==> src/sleep_airplane_params.svh <==
// Constants for the sleep and airplane mode controller.
// Assumes a 20 MHz system clock and a 32-bit AXI4-Lite register bus.
`ifndef SLEEP_AIRPLANE_PARAMS_SVH
`define SLEEP_AIRPLANE_PARAMS_SVH

// Register byte offsets
`define OFS_CONTROL 12'h000
`define OFS_FUNLEVEL 12'h004
`define OFS_STATUS 12'h008
`define OFS_SUPPLY 12'h00C
`define OFS_COMMAND 12'h010
`define OFS_ID 12'h014

// Control register fields
`define CTL_SLEEP_EN 0
`define CTL_SENSE_POL 1
`define CTL_AIRPLANE_PIN_EN 2
`define CTL_USB_MODE_LSB 3
`define CTL_USB_MODE_MSB 4
`define CTL_RESET 32'h0000_0000

// Functionality levels
`define FUN_MIN 3'h0
`define FUN_FULL 3'h1
`define FUN_AIRPLANE 3'h4

// Status fields
`define ST_ASLEEP 0
`define ST_RF_ON 1
`define ST_CARD_ON 2
`define ST_HOST_ASLEEP 3
`define ST_RING 4
`define ST_REMOTE_WAKE 5
`define ST_CMD_REJECT 6
`define ST_POSITION_ON 7

// Wake and sleep settle times
`define RING_PULSE_US 120
`define RING_PULSE_CYC ((`RING_PULSE_US * 20 + 0) / 1)
`define SUSPEND_SETTLE_US 10
`define SUSPEND_SETTLE_CYC (`SUSPEND_SETTLE_US * 20)

`endif

==> src/sleep_airplane_pkg.sv <==
// Types for the sleep and airplane mode controller.
// Constants live in the params header.
package sleep_airplane_pkg;

	typedef enum logic [1:0] {
		USB_NONE = 2'b00,
		USB_REMOTE_WAKE = 2'b01,
		USB_RING_WAKE = 2'b10,
		USB_NO_SUSPEND = 2'b11
	} usb_mode_type;

	typedef enum logic [1:0] {
		PM_AWAKE = 2'b00,
		PM_SETTLE = 2'b01,
		PM_ASLEEP = 2'b10
	} pm_state_type;

	typedef struct packed {
		logic rfOn;
		logic cardOn;
		logic positionOn;
	} func_enables_type;

	typedef struct packed {
		logic termReady;
		logic hostSense;
		logic usbPower;
		logic airplanePin;
	} pin_inputs_type;

endpackage

==> src/sleep_airplane_mode_control.sv <==
// Sleep, wake and functionality level control of a cellular module.
// Assumes host pins arrive asynchronously and software uses AXI4-Lite.
//
// Local design decisions: the address map and register access over AXI4-Lite.
`timescale 1ns/1ns
`include "sleep_airplane_params.svh"

module sleep_airplane_mode_control #(
	parameter int SUPPLY_WIDTH = 12,
	parameter logic [31:0] ID_VALUE = 32'h0000_5A5A // Arbitrary value
) (
	input wire logic sys_clk,
	input wire logic srst,
	// AXI4-Lite slave
	input wire logic [11:0] s_axi_awaddr,
	input wire logic s_axi_awvalid,
	output logic s_axi_awready,
	input wire logic [31:0] s_axi_wdata,
	input wire logic [3:0] s_axi_wstrb,
	input wire logic s_axi_wvalid,
	output logic s_axi_wready,
	output logic [1:0] s_axi_bresp,
	output logic s_axi_bvalid,
	input wire logic s_axi_bready,
	input wire logic [11:0] s_axi_araddr,
	input wire logic s_axi_arvalid,
	output logic s_axi_arready,
	output logic [31:0] s_axi_rdata,
	output logic [1:0] s_axi_rresp,
	output logic s_axi_rvalid,
	input wire logic s_axi_rready,
	// Host side pins, asynchronous
	input wire sleep_airplane_pkg::pin_inputs_type pinsIn,
	// USB core events, same clock
	input wire logic usbSuspended,
	input wire logic usbRxData,
	input wire logic reportPending,
	input wire logic powerDown,
	input wire logic networkEvent,
	input wire logic [SUPPLY_WIDTH-1:0] baseband_supply,
	// Outputs
	output logic ringIndicator,
	output logic usbRemoteWake,
	output logic asleep,
	output logic networkAccept,
	output sleep_airplane_pkg::func_enables_type funcEnables
);
	import sleep_airplane_pkg::*;

	localparam logic [15:0] RING_CYC = 16'(`RING_PULSE_CYC);
	localparam logic [15:0] SETTLE_CYC = 16'(`SUSPEND_SETTLE_CYC);

	// Register selects, one aligned word each: control, level, status, supply,
	// command, identity. Reads of the level give the effective level, so the
	// pin override is visible to software. Writes to read-only words are
	// accepted and dropped; unmapped addresses answer with a slave error (2'b10).
	localparam logic [2:0] SEL_CONTROL = 3'h0;
	localparam logic [2:0] SEL_FUNLEVEL = 3'h1;
	localparam logic [2:0] SEL_STATUS = 3'h2;
	localparam logic [2:0] SEL_SUPPLY = 3'h3;
	localparam logic [2:0] SEL_COMMAND = 3'h4;
	localparam logic [2:0] SEL_ID = 3'h5;
	localparam logic [2:0] SEL_NONE = 3'h7;

	// Decode a word address to a register select
	function automatic logic [2:0] regSel(input logic [11:0] addr);
		case (addr)
			`OFS_CONTROL: regSel = SEL_CONTROL;
			`OFS_FUNLEVEL: regSel = SEL_FUNLEVEL;
			`OFS_STATUS: regSel = SEL_STATUS;
			`OFS_SUPPLY: regSel = SEL_SUPPLY;
			`OFS_COMMAND: regSel = SEL_COMMAND;
			`OFS_ID: regSel = SEL_ID;
			default: regSel = SEL_NONE;
		endcase
	endfunction

	// Byte lane merge for writes
	function automatic logic [31:0] merge(input logic [31:0] old, input logic [31:0] data,
			input logic [3:0] strb);
		logic [31:0] res;
		res = old;
		for (int i = 0; i < 4; i++) begin
			if (strb[i]) begin
				res[i*8 +: 8] = data[i*8 +: 8];
			end
		end
		merge = res;
	endfunction

	// Only the three defined levels are accepted; others leave the level alone
	function automatic logic legalLevel(input logic [2:0] level);
		legalLevel = (level == `FUN_MIN) || (level == `FUN_FULL) || (level == `FUN_AIRPLANE);
	endfunction

	// Three-stage synchronisers; a change counts when stages two and three agree
	// Resetting to ones matches the pull-ups, so no false wake follows reset
	pin_inputs_type pinMeta, pinSync2, pinSync3, pinStable;
	always_ff @(posedge sys_clk) begin
		if (srst) begin
			pinMeta <= '1; // Pull-up view of open lines
			pinSync2 <= '1;
			pinSync3 <= '1;
		end else begin
			pinMeta <= pinsIn;
			pinSync2 <= pinMeta;
			pinSync3 <= pinSync2;
		end
	end

	// Filtered level, updated only when the last two stages agree
	always_ff @(posedge sys_clk) begin
		if (srst) begin
			pinStable <= '1; // Open terminal-ready reads high
		end else begin
			for (int i = 0; i < 4; i++) begin
				if (pinSync2[i] == pinSync3[i]) begin
					pinStable[i] <= pinSync3[i];
				end
			end
		end
	end

	// Registers
	logic [31:0] control_reg;
	logic [2:0] funLevel_reg;
	logic cmdReject_reg;
	logic [31:0] rdata_reg;
	logic awTaken, wTaken;
	logic [11:0] awAddr_reg;
	logic [31:0] wData_reg;
	logic [3:0] wStrb_reg;
	logic doWrite;

	wire logic sleepEn = control_reg[`CTL_SLEEP_EN];
	wire logic sensePol = control_reg[`CTL_SENSE_POL];
	wire logic pinCtlEn = control_reg[`CTL_AIRPLANE_PIN_EN];
	usb_mode_type usbMode;
	assign usbMode = usb_mode_type'(control_reg[`CTL_USB_MODE_MSB:`CTL_USB_MODE_LSB]);

	// Write channel: address and data taken in either order, response after both
	// Readies stay low while a response waits, so one write is in flight at most
	assign s_axi_awready = !awTaken && !s_axi_bvalid && !powerDown;
	assign s_axi_wready = !wTaken && !s_axi_bvalid && !powerDown;
	assign doWrite = awTaken && wTaken && !s_axi_bvalid;
	always_ff @(posedge sys_clk) begin
		if (srst) begin
			awTaken <= 1'b0;
			wTaken <= 1'b0;
			awAddr_reg <= 12'h000;
			wData_reg <= 32'h0000_0000;
			wStrb_reg <= 4'h0;
			s_axi_bvalid <= 1'b0;
			s_axi_bresp <= 2'b00;
		end else begin
			if (s_axi_awvalid && s_axi_awready) begin
				awTaken <= 1'b1;
				awAddr_reg <= s_axi_awaddr;
			end
			if (s_axi_wvalid && s_axi_wready) begin
				wTaken <= 1'b1;
				wData_reg <= s_axi_wdata;
				wStrb_reg <= s_axi_wstrb;
			end
			if (doWrite) begin
				awTaken <= 1'b0;
				wTaken <= 1'b0;
				s_axi_bvalid <= 1'b1;
				s_axi_bresp <= (regSel(awAddr_reg) == SEL_NONE) ? 2'b10 : 2'b00;
			end else if (s_axi_bvalid && s_axi_bready) begin
				s_axi_bvalid <= 1'b0;
			end
		end
	end

	// Per-register write strobes, decoded once from the captured address
	logic ctlWrite, funWrite, cmdWrite;
	assign ctlWrite = doWrite && (regSel(awAddr_reg) == SEL_CONTROL);
	assign funWrite = doWrite && (regSel(awAddr_reg) == SEL_FUNLEVEL);
	assign cmdWrite = doWrite && (regSel(awAddr_reg) == SEL_COMMAND) && wStrb_reg[0];

	// Control and functionality level registers
	logic [31:0] funMerged;
	assign funMerged = merge({29'h0, funLevel_reg}, wData_reg, wStrb_reg);
	always_ff @(posedge sys_clk) begin
		if (srst) begin
			control_reg <= `CTL_RESET; // Sleep disabled, pin ignored
			funLevel_reg <= `FUN_FULL; // Full function after start
		end else begin
			if (ctlWrite) begin
				control_reg <= merge(control_reg, wData_reg, wStrb_reg) & 32'h0000_001F;
			end
			if (funWrite && legalLevel(funMerged[2:0])) begin
				funLevel_reg <= funMerged[2:0]; // Other levels are ignored
			end
		end
	end

	// Effective level: the enabled pin, active low, forces airplane mode
	// Level zero stays minimal: the pin only narrows full function
	logic airplanePinActive;
	logic [2:0] effLevel;
	assign airplanePinActive = pinCtlEn && !pinStable.airplanePin;
	assign effLevel = (airplanePinActive && funLevel_reg == `FUN_FULL) ? `FUN_AIRPLANE :
		funLevel_reg;

	// Function enables from the level
	always_comb begin
		funcEnables.rfOn = (effLevel == `FUN_FULL);
		funcEnables.cardOn = (effLevel != `FUN_MIN);
		funcEnables.positionOn = !powerDown; // Level never touches this
	end

	// RF dependent command check: a write of 1 to bit 0 of the command register
	// is an RF command; refused while RF is off. Set wins over clear.
	always_ff @(posedge sys_clk) begin
		if (srst) begin
			cmdReject_reg <= 1'b0;
		end else if (cmdWrite && wData_reg[0] && !funcEnables.rfOn) begin
			cmdReject_reg <= 1'b1;
		end else if (cmdWrite && wData_reg[1]) begin
			cmdReject_reg <= 1'b0;
		end
	end

	// Host sleep sense with selectable active level
	logic hostAsleep;
	assign hostAsleep = (pinStable.hostSense == sensePol);

	// Sleep preconditions, evaluated every cycle
	// Mode three lets switched bus power stand in for a suspended bus
	logic usbReady, sleepOk, wakeEvent;
	always_comb begin
		case (usbMode)
			USB_REMOTE_WAKE, USB_RING_WAKE: usbReady = usbSuspended;
			USB_NO_SUSPEND: usbReady = !pinStable.usbPower;
			default: usbReady = 1'b1;
		endcase
	end
	assign sleepOk = sleepEn && pinStable.termReady && usbReady
		&& !powerDown;
	assign wakeEvent = !pinStable.termReady || usbRxData;

	// Sleep state machine; settle avoids bouncing on brief suspends
	// Any failing condition sends the machine back awake on the next edge
	pm_state_type pmState;
	logic [15:0] settleCnt;
	always_ff @(posedge sys_clk) begin
		if (srst) begin
			pmState <= PM_AWAKE;
			settleCnt <= 16'h0000;
		end else begin
			case (pmState)
				PM_AWAKE: begin
					settleCnt <= 16'h0000;
					if (sleepOk && !wakeEvent) begin
						pmState <= PM_SETTLE;
					end
				end
				PM_SETTLE: begin
					if (!sleepOk || wakeEvent) begin
						pmState <= PM_AWAKE;
					end else if (settleCnt == SETTLE_CYC - 16'h0001) begin
						pmState <= PM_ASLEEP;
					end else begin
						settleCnt <= settleCnt + 16'h0001;
					end
				end
				PM_ASLEEP: begin
					if (!sleepOk || wakeEvent) begin
						pmState <= PM_AWAKE;
					end
				end
				default: pmState <= PM_AWAKE;
			endcase
		end
	end
	assign asleep = (pmState == PM_ASLEEP);
	assign networkAccept = networkEvent && !powerDown; // Asleep or not

	// Host wake: ring pulse or remote wakeup for a pending report
	// The pulse runs its full length even if the report is withdrawn early
	logic [15:0] ringCnt;
	logic usesRing;
	assign usesRing = (usbMode != USB_REMOTE_WAKE);
	always_ff @(posedge sys_clk) begin
		if (srst) begin
			ringCnt <= 16'h0000;
			ringIndicator <= 1'b0;
			usbRemoteWake <= 1'b0;
		end else begin
			usbRemoteWake <= reportPending && hostAsleep && !usesRing && !powerDown;
			if (ringCnt != 16'h0000) begin
				ringCnt <= ringCnt - 16'h0001;
				ringIndicator <= 1'b1;
			end else if (reportPending && hostAsleep && usesRing && !ringIndicator
					&& !powerDown) begin
				ringCnt <= RING_CYC - 16'h0001;
				ringIndicator <= 1'b1;
			end else begin
				ringIndicator <= 1'b0;
			end
		end
	end

	// Status word
	// Snapshot taken at the read address edge, not at the data edge
	logic [31:0] statusWord;
	always_comb begin
		statusWord = 32'h0000_0000;
		statusWord[`ST_ASLEEP] = asleep;
		statusWord[`ST_RF_ON] = funcEnables.rfOn;
		statusWord[`ST_CARD_ON] = funcEnables.cardOn;
		statusWord[`ST_HOST_ASLEEP] = hostAsleep;
		statusWord[`ST_RING] = ringIndicator;
		statusWord[`ST_REMOTE_WAKE] = usbRemoteWake;
		statusWord[`ST_CMD_REJECT] = cmdReject_reg;
		statusWord[`ST_POSITION_ON] = funcEnables.positionOn;
	end

	// Read channel: one cycle to answer, unmapped gives slave error (2'b10)
	// Power down drops the readies, so the bus gets no answer at all
	assign s_axi_arready = !s_axi_rvalid && !powerDown;
	assign s_axi_rdata = rdata_reg;
	always_ff @(posedge sys_clk) begin
		if (srst) begin
			s_axi_rvalid <= 1'b0;
			s_axi_rresp <= 2'b00;
			rdata_reg <= 32'h0000_0000;
		end else if (s_axi_arvalid && s_axi_arready) begin
			s_axi_rvalid <= 1'b1;
			s_axi_rresp <= 2'b00;
			case (regSel(s_axi_araddr))
				SEL_CONTROL: rdata_reg <= control_reg;
				SEL_FUNLEVEL: rdata_reg <= {29'h0, effLevel};
				SEL_STATUS: rdata_reg <= statusWord;
				SEL_SUPPLY: rdata_reg <= 32'(baseband_supply);
				SEL_COMMAND: rdata_reg <= {31'h0, cmdReject_reg};
				SEL_ID: rdata_reg <= ID_VALUE;
				default: begin
					rdata_reg <= 32'h0000_0000;
					s_axi_rresp <= 2'b10;
				end
			endcase
		end else if (s_axi_rvalid && s_axi_rready) begin
			s_axi_rvalid <= 1'b0;
		end
	end

endmodule

==> config.mk <==
export PLATFORM = sky130hd
export DESIGN_NAME = sleep_airplane_mode_control
export DESIGN_NICKNAME = d
export VERILOG_FILES = /design/src/sleep_airplane_pkg.sv /design/src/sleep_airplane_mode_control.sv
export VERILOG_INCLUDE_DIRS = /design/src
export SDC_FILE = /design/constraint.sdc
export NUM_CORES = 1
export LEC_CHECK = 0
export BUFFER_PORTS_ARGS = -buffer_cell sky130_fd_sc_hd__buf_2
export CAP_MARGIN = 30
export CORE_MARGIN = 4
export CORE_UTILIZATION = 56
export DETAILED_ROUTE_END_ITERATION = 10
export PLACE_DENSITY = 0.93
export SETUP_SLACK_MARGIN = 0.1
export SLEW_MARGIN = 20
export SYNTH_ARGS = -nofsm -noshare
export SYNTH_HDL_FRONTEND = slang
export SYNTH_SLANG_ARGS = --single-unit
==> constraint.sdc <==
create_clock -name sys_clk -period 5.7 [get_ports sys_clk]
set_input_delay 0.57 -clock sys_clk [delete_from_list [all_inputs] [get_ports sys_clk]]
set_output_delay 0.57 -clock sys_clk [all_outputs]
set_load 0.01 [all_outputs]
==> run_results.csv, run 1 <==
group,metric,value,unit
floorplan,die_height,99.96,um
final_layout,fill_cells,656,
synthesis,synth_area_leaders,"dfxtp_1, a21oi_1, nand2_1",
drt,drt_wl_total,10.78,mm
final_layout,drive_gt1_share,22.38,%
grt,grt_pass1_wl,17.80,mm
power_and_ir_drop,p_leak,2.098,nW
synthesis,ys_seq_elements,98,
setup_path,crit_path_end_kind,"flip-flop",
grt,grt_usage,21.60,%
drt,via_per_inst,5.760,
synthesis,yosysTopAreaCell,"dfxtp_1",
final_layout,final_nets,712,
job,drv_cap,0,
drt,wire_per_inst,14.84,um
cts,cts_tree,"built",
synthesis,synth_top_area_share,41.43,%
timing,setup_viol_count_final,0,
drt,dr_total_vias,4182,
final_layout,final_cell_mix,"dfxtp_1, buf_2, nand2_1",
grt,use_met1,27.74,%
setup_path,cp_max_fo,8,
timing,whs,0.3954,ns
cts,clock_latency,0.36,ns
power_and_ir_drop,power,0.001717,W
cts,cts_sinks,98,
timing,grt_setup_unrepaired,"no",
drt,drt_iter0_markers,189,
final_layout,mostFrequentLayoutCell,"dfxtp_1",
setup_path,arrival,3.52,ns
synthesis,ys_warn_count,0,
cts,cts_buffers,9,
cts,post_cts_resized,0,
timing,clock_skew,0.01417,ns
timing,relSlewSlack,45.36,%
synthesis,syn_inst,544,
power_and_ir_drop,ir_drop,0.2348,mV
drt,firstDrtPassIters,5,
floorplan,pin_count,136,
grt,top_usage_layer,"met2",
floorplan,initial_core_util,57.64,%
grt,gr-usage-met2,36.58,%
grt,met3_usage,5.003,%
synthesis,ys_seq_area_share,41.43,%
synthesis,synth-edff-count,0,
timing,tns,0,ns
setup_path,rrSetupSlack,3.02,ns
timing,fin_crit_sh,56.64,%
worst_hold_path,hp-class,"primary input to flip-flop",
synthesis,ys.flop_type,"dfxtp_1",
timing,clock.fmax,309.7,MHz
placed_design,gp_congestion,0.8166,
floorplan,die_x,99.96,um
drt,drc_errors,0,
synthesis,async_flop_share,0,%
synthesis,synth.distinct_cells,70,
setup_path,worstSetupPathType,"primary input to flip-flop",
cts,cts_buffer_depth,2,
cts,cts.clk_slew.worst_paths,0.10,ns
drt,ant_nets,0,
synthesis,avgSynthCellArea,8.706,um2
final_layout,diodes,0,
placed_design,portBuffers,85,
grt,grt_max_degree,43,
outcome,status,"finished, final reports clean",
grt,antenna_found_initial,0,
setup_path,required,6.00,ns
final_layout,final_area,5308,um2
setup_path,start_kind,"primary input",
timing,drv_slew,0,
floorplan,dieArea,9992,um2
cts,root_buffer,"clkbuf_8",
cts,cts-htree-levels,3,
timing,fin_crit,3.229,ns
timing,hold_viol,0,
floorplan,fp.coreArea,8217,um2
grt,globalRouteOverflowTotal,0,
floorplan,rows,33,
synthesis,netlist_area,4736,um2
cts,cts_setup_buffers,0,
placed_design,place_area,5094,um2
cts,cts_hold_buf,0,
power_and_ir_drop,powerDensity,323.4,nW/um2
timing,tightest_slew,0.8126,ns
grt,grt_pass1_vias,3925,
placed_design,dp_hpwl,7.884,mm
final_layout,area_growth_syn_to_layout,12.07,%
==> per-layer routing <==
| metal | up-vias | wire length (um) |
|---|---|---|
| met2 | 138 | 5266 |
| met3 | 15 | 674 |
| met5 | - | 0 |
| li1 | 2070 | - |
| met4 | 0 | 141 |
| met1 | 1959 | 4692 |
==> Yosys cell counts (3+ instances only) <==
master / count
mux2i_1: 14
o21a_1: 3
o21bai_1: 4
o31ai_1: 3
nor3b_1: 6
and3b_1: 3
or3_1: 20
nand2b_1: 7
o31a_1: 3
a21oi_1: 49
nand4_1: 11
nor4bb_1: 3
inv_1: 14
a31oi_1: 3
buf_6: 3
a211oi_1: 9
nor3_1: 13
or2_2: 16
nor4_1: 9
o21ai_0: 14
nand3b_1: 4
nor2_1: 41
nor4_4: 3
and4_1: 4
and2_1: 6
a31o_2: 3
nand2_1: 54
o21ai_1: 8
xnor2_1: 3
dfxtp_1: 98
clkbuf_1: 15
nand3_1: 9
buf_4: 22
nor2b_1: 6
ha_1: 8
mux2_2: 5
and3_1: 8
==> logic make-up after synthesis <==
group | count (synthesis) | synth area share, %
DFF | 98 | 41.43
and+or+nand+nor | 234 | 28.22
other | 1 | 0.07918
AOI/OAI and AO/OA | 122 | 16.30
xor gates and xnor gates | 4 | 0.7399
muxes | 19 | 4.148
buffers and inverters | 58 | 6.975
adders and majority gates | 8 | 2.114
==> final timing paths <==
path / startpoint / end / cells past startpoint
setup reg to reg: control_reg[3] / settleCnt[9] / 7
hold reg to reg: pinMeta[1] / pinSync2[1] / 1
setup / recovery: s_axi_araddr[9] / s_axi_rdata[8] / 11
hold / removal: pinsIn[3] / pinMeta[3] / 2
==> power by group <==
group | internal [W] | total [W] | switching (W) | leakage (nW)
clock network | 0.000232 | 0.000475 | 0.000243 | 0.109
registers | 0.000749 | 0.000805 | 0.0000565 | 0.798
logic | 0.000171 | 0.000437 | 0.000266 | 1.19
==> stage by stage <==
stage               setup WS, ns  cells  utilization [%]
finish                     2.471    726            64.60
global route               2.369    726            64.60
CTS                        2.478    726            64.60
detailed placement         2.090    710            61.99
global placement           2.201    710            61.99
floorplan                  2.567    563                -
==> cell type report <==
type                            instances  area [um2]  share of cell area, %
Sequential cell                        98        1962                  36.96
Multi-Input combinational cell        407        2515                  47.38
Timing Repair Buffer                   86       432.9                  8.157
Inverter                               14       52.55                 0.9901
Clock inverter                          4       58.81                  1.108
Clock buffer                           12       155.1                  2.923
Tap cell                              105       131.4                  2.475
==> critical path: stages <==
cell and delay [ns]:
buf_2 0.10, or4_4 0.60, nor3_4 0.28, and3b_1 0.23
inv_1 0.05, ha_1 0.25, or3b_2 0.49, nor4_4 0.43
and2_4 0.27, nand3_1 0.09, a21oi_1 0.16
Note: power is estimated with default switching activity, not from simulation.
==> run 2: changes to the inputs <==
--- a/config.mk
+++ b/config.mk
@@ -9,9 +9,9 @@
 export BUFFER_PORTS_ARGS = -buffer_cell sky130_fd_sc_hd__buf_2
 export CAP_MARGIN = 30
 export CORE_MARGIN = 4
-export CORE_UTILIZATION = 56
+export CORE_UTILIZATION = 47
 export DETAILED_ROUTE_END_ITERATION = 10
-export PLACE_DENSITY = 0.93
+export PLACE_DENSITY = 0.84
 export SETUP_SLACK_MARGIN = 0.1
 export SLEW_MARGIN = 20
 export SYNTH_ARGS = -nofsm -noshare
==> constraint.sdc (replaced) <==
create_clock -name sys_clk -period 2.66 [get_ports sys_clk]
set_input_delay 0.266 -clock sys_clk [delete_from_list [all_inputs] [get_ports sys_clk]]
set_output_delay 0.266 -clock sys_clk [all_outputs]
set_load 0.01 [all_outputs]
==> run 2 against run 1 <==
Effect of this change:
- power increased by 110%
- clock power increased by 84%
- largest cell class unchanged
- critical endpoint is now s_axi_rdata[1]
- sequential share of layout area decreased by 0.68 points
- via count increased by 0.96%
- critical path type unchanged
- worst hold slack got worse by 0.31 ns
- sequential cell count unchanged
- cell area increased by 1.9%
- die area increased by 18%
- global-route usage decreased by 2.5 points
- routed wire length increased by 3.2%
- non-clock buffer count increased by 12
- first-iteration DRC count decreased by 22%
==> run_results.csv, run 2 (synthesized netlist as in run 1, its figures left out) <==
group,metric,value,unit
timing,clock.fmax,417.0,MHz
final_layout,final_cell_mix,"dfxtp_1, buf_2, nand2_1",
cts,cts_sinks,98,
setup_path,crit_path_end_kind,"flip-flop",
final_layout,final_nets,724,
drt,dr_total_vias,4222,
timing,fin_crit,2.398,ns
timing,clock_skew,0.009801,ns
grt,grt_usage,19.06,%
power_and_ir_drop,p_comb_share,26.4,%
floorplan,die_x,108.4,um
floorplan,initial_core_util,48.45,%
timing,setup_slack,0.2618,ns
placed_design,portBuffers,85,
cts,cts_buffers,9,
setup_path,arrival,2.70,ns
power_and_ir_drop,p_sw,0.001217,W
drt,via_per_inst,5.512,
power_and_ir_drop,ir_drop,0.3336,mV
timing,hold_viol,0,
power_and_ir_drop,p_leak,2.137,nW
setup_path,required,2.97,ns
floorplan,dieArea,11750,um2
grt,antenna_found_initial,0,
timing,fin_crit_sh,90.16,%
grt,grt_max_degree,66,
cts,post_cts_resized,0,
drt,drt_wl_total,11.12,mm
grt,globalRouteOverflowTotal,0,
power_and_ir_drop,intPower,0.002321,W
final_layout,mostFrequentLayoutCell,"dfxtp_1",
placed_design,place_area,5236,um2
setup_path,worstSetupPathType,"primary input to flip-flop",
outcome,status,"finished, final reports clean",
drt,firstDrtPassIters,4,
setup_path,critical_path.cell_chain,"buf_2 > or4_4 > nor3_4 > and3b_1 > inv_1 > ha_2 > or3b_4 > nor4_4 > buf_4 > a22o_1 > a21oi_1 > o21ai_1",
placed_design,dp_hpwl,8.323,mm
cts,cts_tree,"built",
job,drv_cap,0,
floorplan,pin_count,136,
power_and_ir_drop,clkPwrFrac,24.7,%
cts,cts.clk_slew.worst_paths,0.09,ns
grt,grt_pass1_wl,18.00,mm
final_layout,final_area,5406,um2
floorplan,die_height,108.4,um
placed_design,gp_congestion,0.8396,
drt,drc_errors,0,
final_layout,drive_gt1_share,23.85,%
floorplan,rows,36,
cts,cts-htree-levels,3,
cts,clock_latency,0.37,ns
worst_hold_path,hp-class,"primary input to flip-flop",
cts,cts_buffer_depth,2,
grt,grt_pass1_vias,3961,
power_and_ir_drop,switching_share,34.41,%
placed_design,dp_worst_setup_slack,-0.1054,ns
power_and_ir_drop,power,0.003538,W
timing,tightest_slew,0.5047,ns
drt,wire_per_inst,14.52,um
setup_path,cp_max_fo,4,
timing,grt_setup_unrepaired,"no",
drt,ant_nets,0,
drt,drt_iter0_markers,147,
power_and_ir_drop,powerDensity,654.5,nW/um2
cts,cts_setup_buffers,0,
timing,setup_viol_count_final,0,
final_layout,area_growth_syn_to_layout,14.16,%
setup_path,start_kind,"primary input",
power_and_ir_drop,seq_power_share,48.9,%
final_layout,diodes,0,
floorplan,fp.coreArea,9774,um2
cts,cts_hold_buf,0,
cts,root_buffer,"clkbuf_8",
timing,drv_slew,0,
setup_path,slowest_delay,0.55,ns
setup_path,worst_path_max_delay_cell,"or4_4",
timing,relSlewSlack,65.48,%
run 2: cell types whose count changed in the layout (fill, tap and decap cells not counted), sizes merged:
| cell | before | now |
|---|---|---|
| buf | 86 | 98 |
| bufinv | 1 | 0 |
| clkbuf | 12 | 11 |
| clkinv | 2 | 3 |
| clkinvlp | 0 | 1 |
run 2: area by class of cell:
class | count | area (um2)
fillers | 922 | 4368
multi-input cells | 407 | 2520
flip-flops and latches | 98 | 1962
repair buffers | 98 | 535.5
well taps | 133 | 166.4
clock buffers | 11 | 131.4
inverters | 14 | 52.55
clock inverters | 5 | 38.79
run 2: path summary, 6_finish.rpt:
check              endpoint        startpoint  slack, ns  cells after the start
max reg2reg    settleCnt[6]    control_reg[3]       0.46                      8
min              pinMeta[3]         pinsIn[3]       0.08                      2
max          s_axi_rdata[1]  s_axi_araddr[10]       0.26                     12
min reg2reg     pinSync2[3]        pinMeta[3]       0.42                      1
run 2: worst max-delay path, delay by kind of cell:
| family | cells | cell delay, ns |
|---|---|---|
| AND/OR/NAND/NOR | 5 | 1.62 |
| buffers and inverters | 3 | 0.34 |
| AO/OA/AOI/OAI | 3 | 0.27 |
| adder cells (fa/ha/maj) | 1 | 0.19 |
run 2: routing by layer:
metal  track usage (%)  routed length (um)  part of all wire [%]
met1             23.41                4805                    43
met2             32.19                5492                    49
met3             4.299                 611                   5.5
met4             8.025                 212                   1.9
met5                 0                   0                     0
run 2: per-stage QoR:
stage          hold slack [ns]  cells  setup TNS [ns]  util, %
6_report               0.08373    766               0    55.31
4_1_cts                0.06906    766               0    55.31
3_3_place_gp            0.3967    750         -0.1872    53.57
2_1_floorplan           0.3698    563         -0.4179        -
5_1_grt                0.06903    766               0    55.31
3_5_place_dp            0.4021    750         -0.5521    53.57
run 2: power by group through the flow:
stage	clock network, W	logic, W	registers [W]
after global placement	0	0.000875	0.00175
final	0.000873	0.000935	0.00173
after detailed placement	0	0.000923	0.00176
after global routing	0.000961	0.00104	0.00175
after CTS	0.000891	0.000931	0.00173
after floorplan	0	0.000751	0.00173
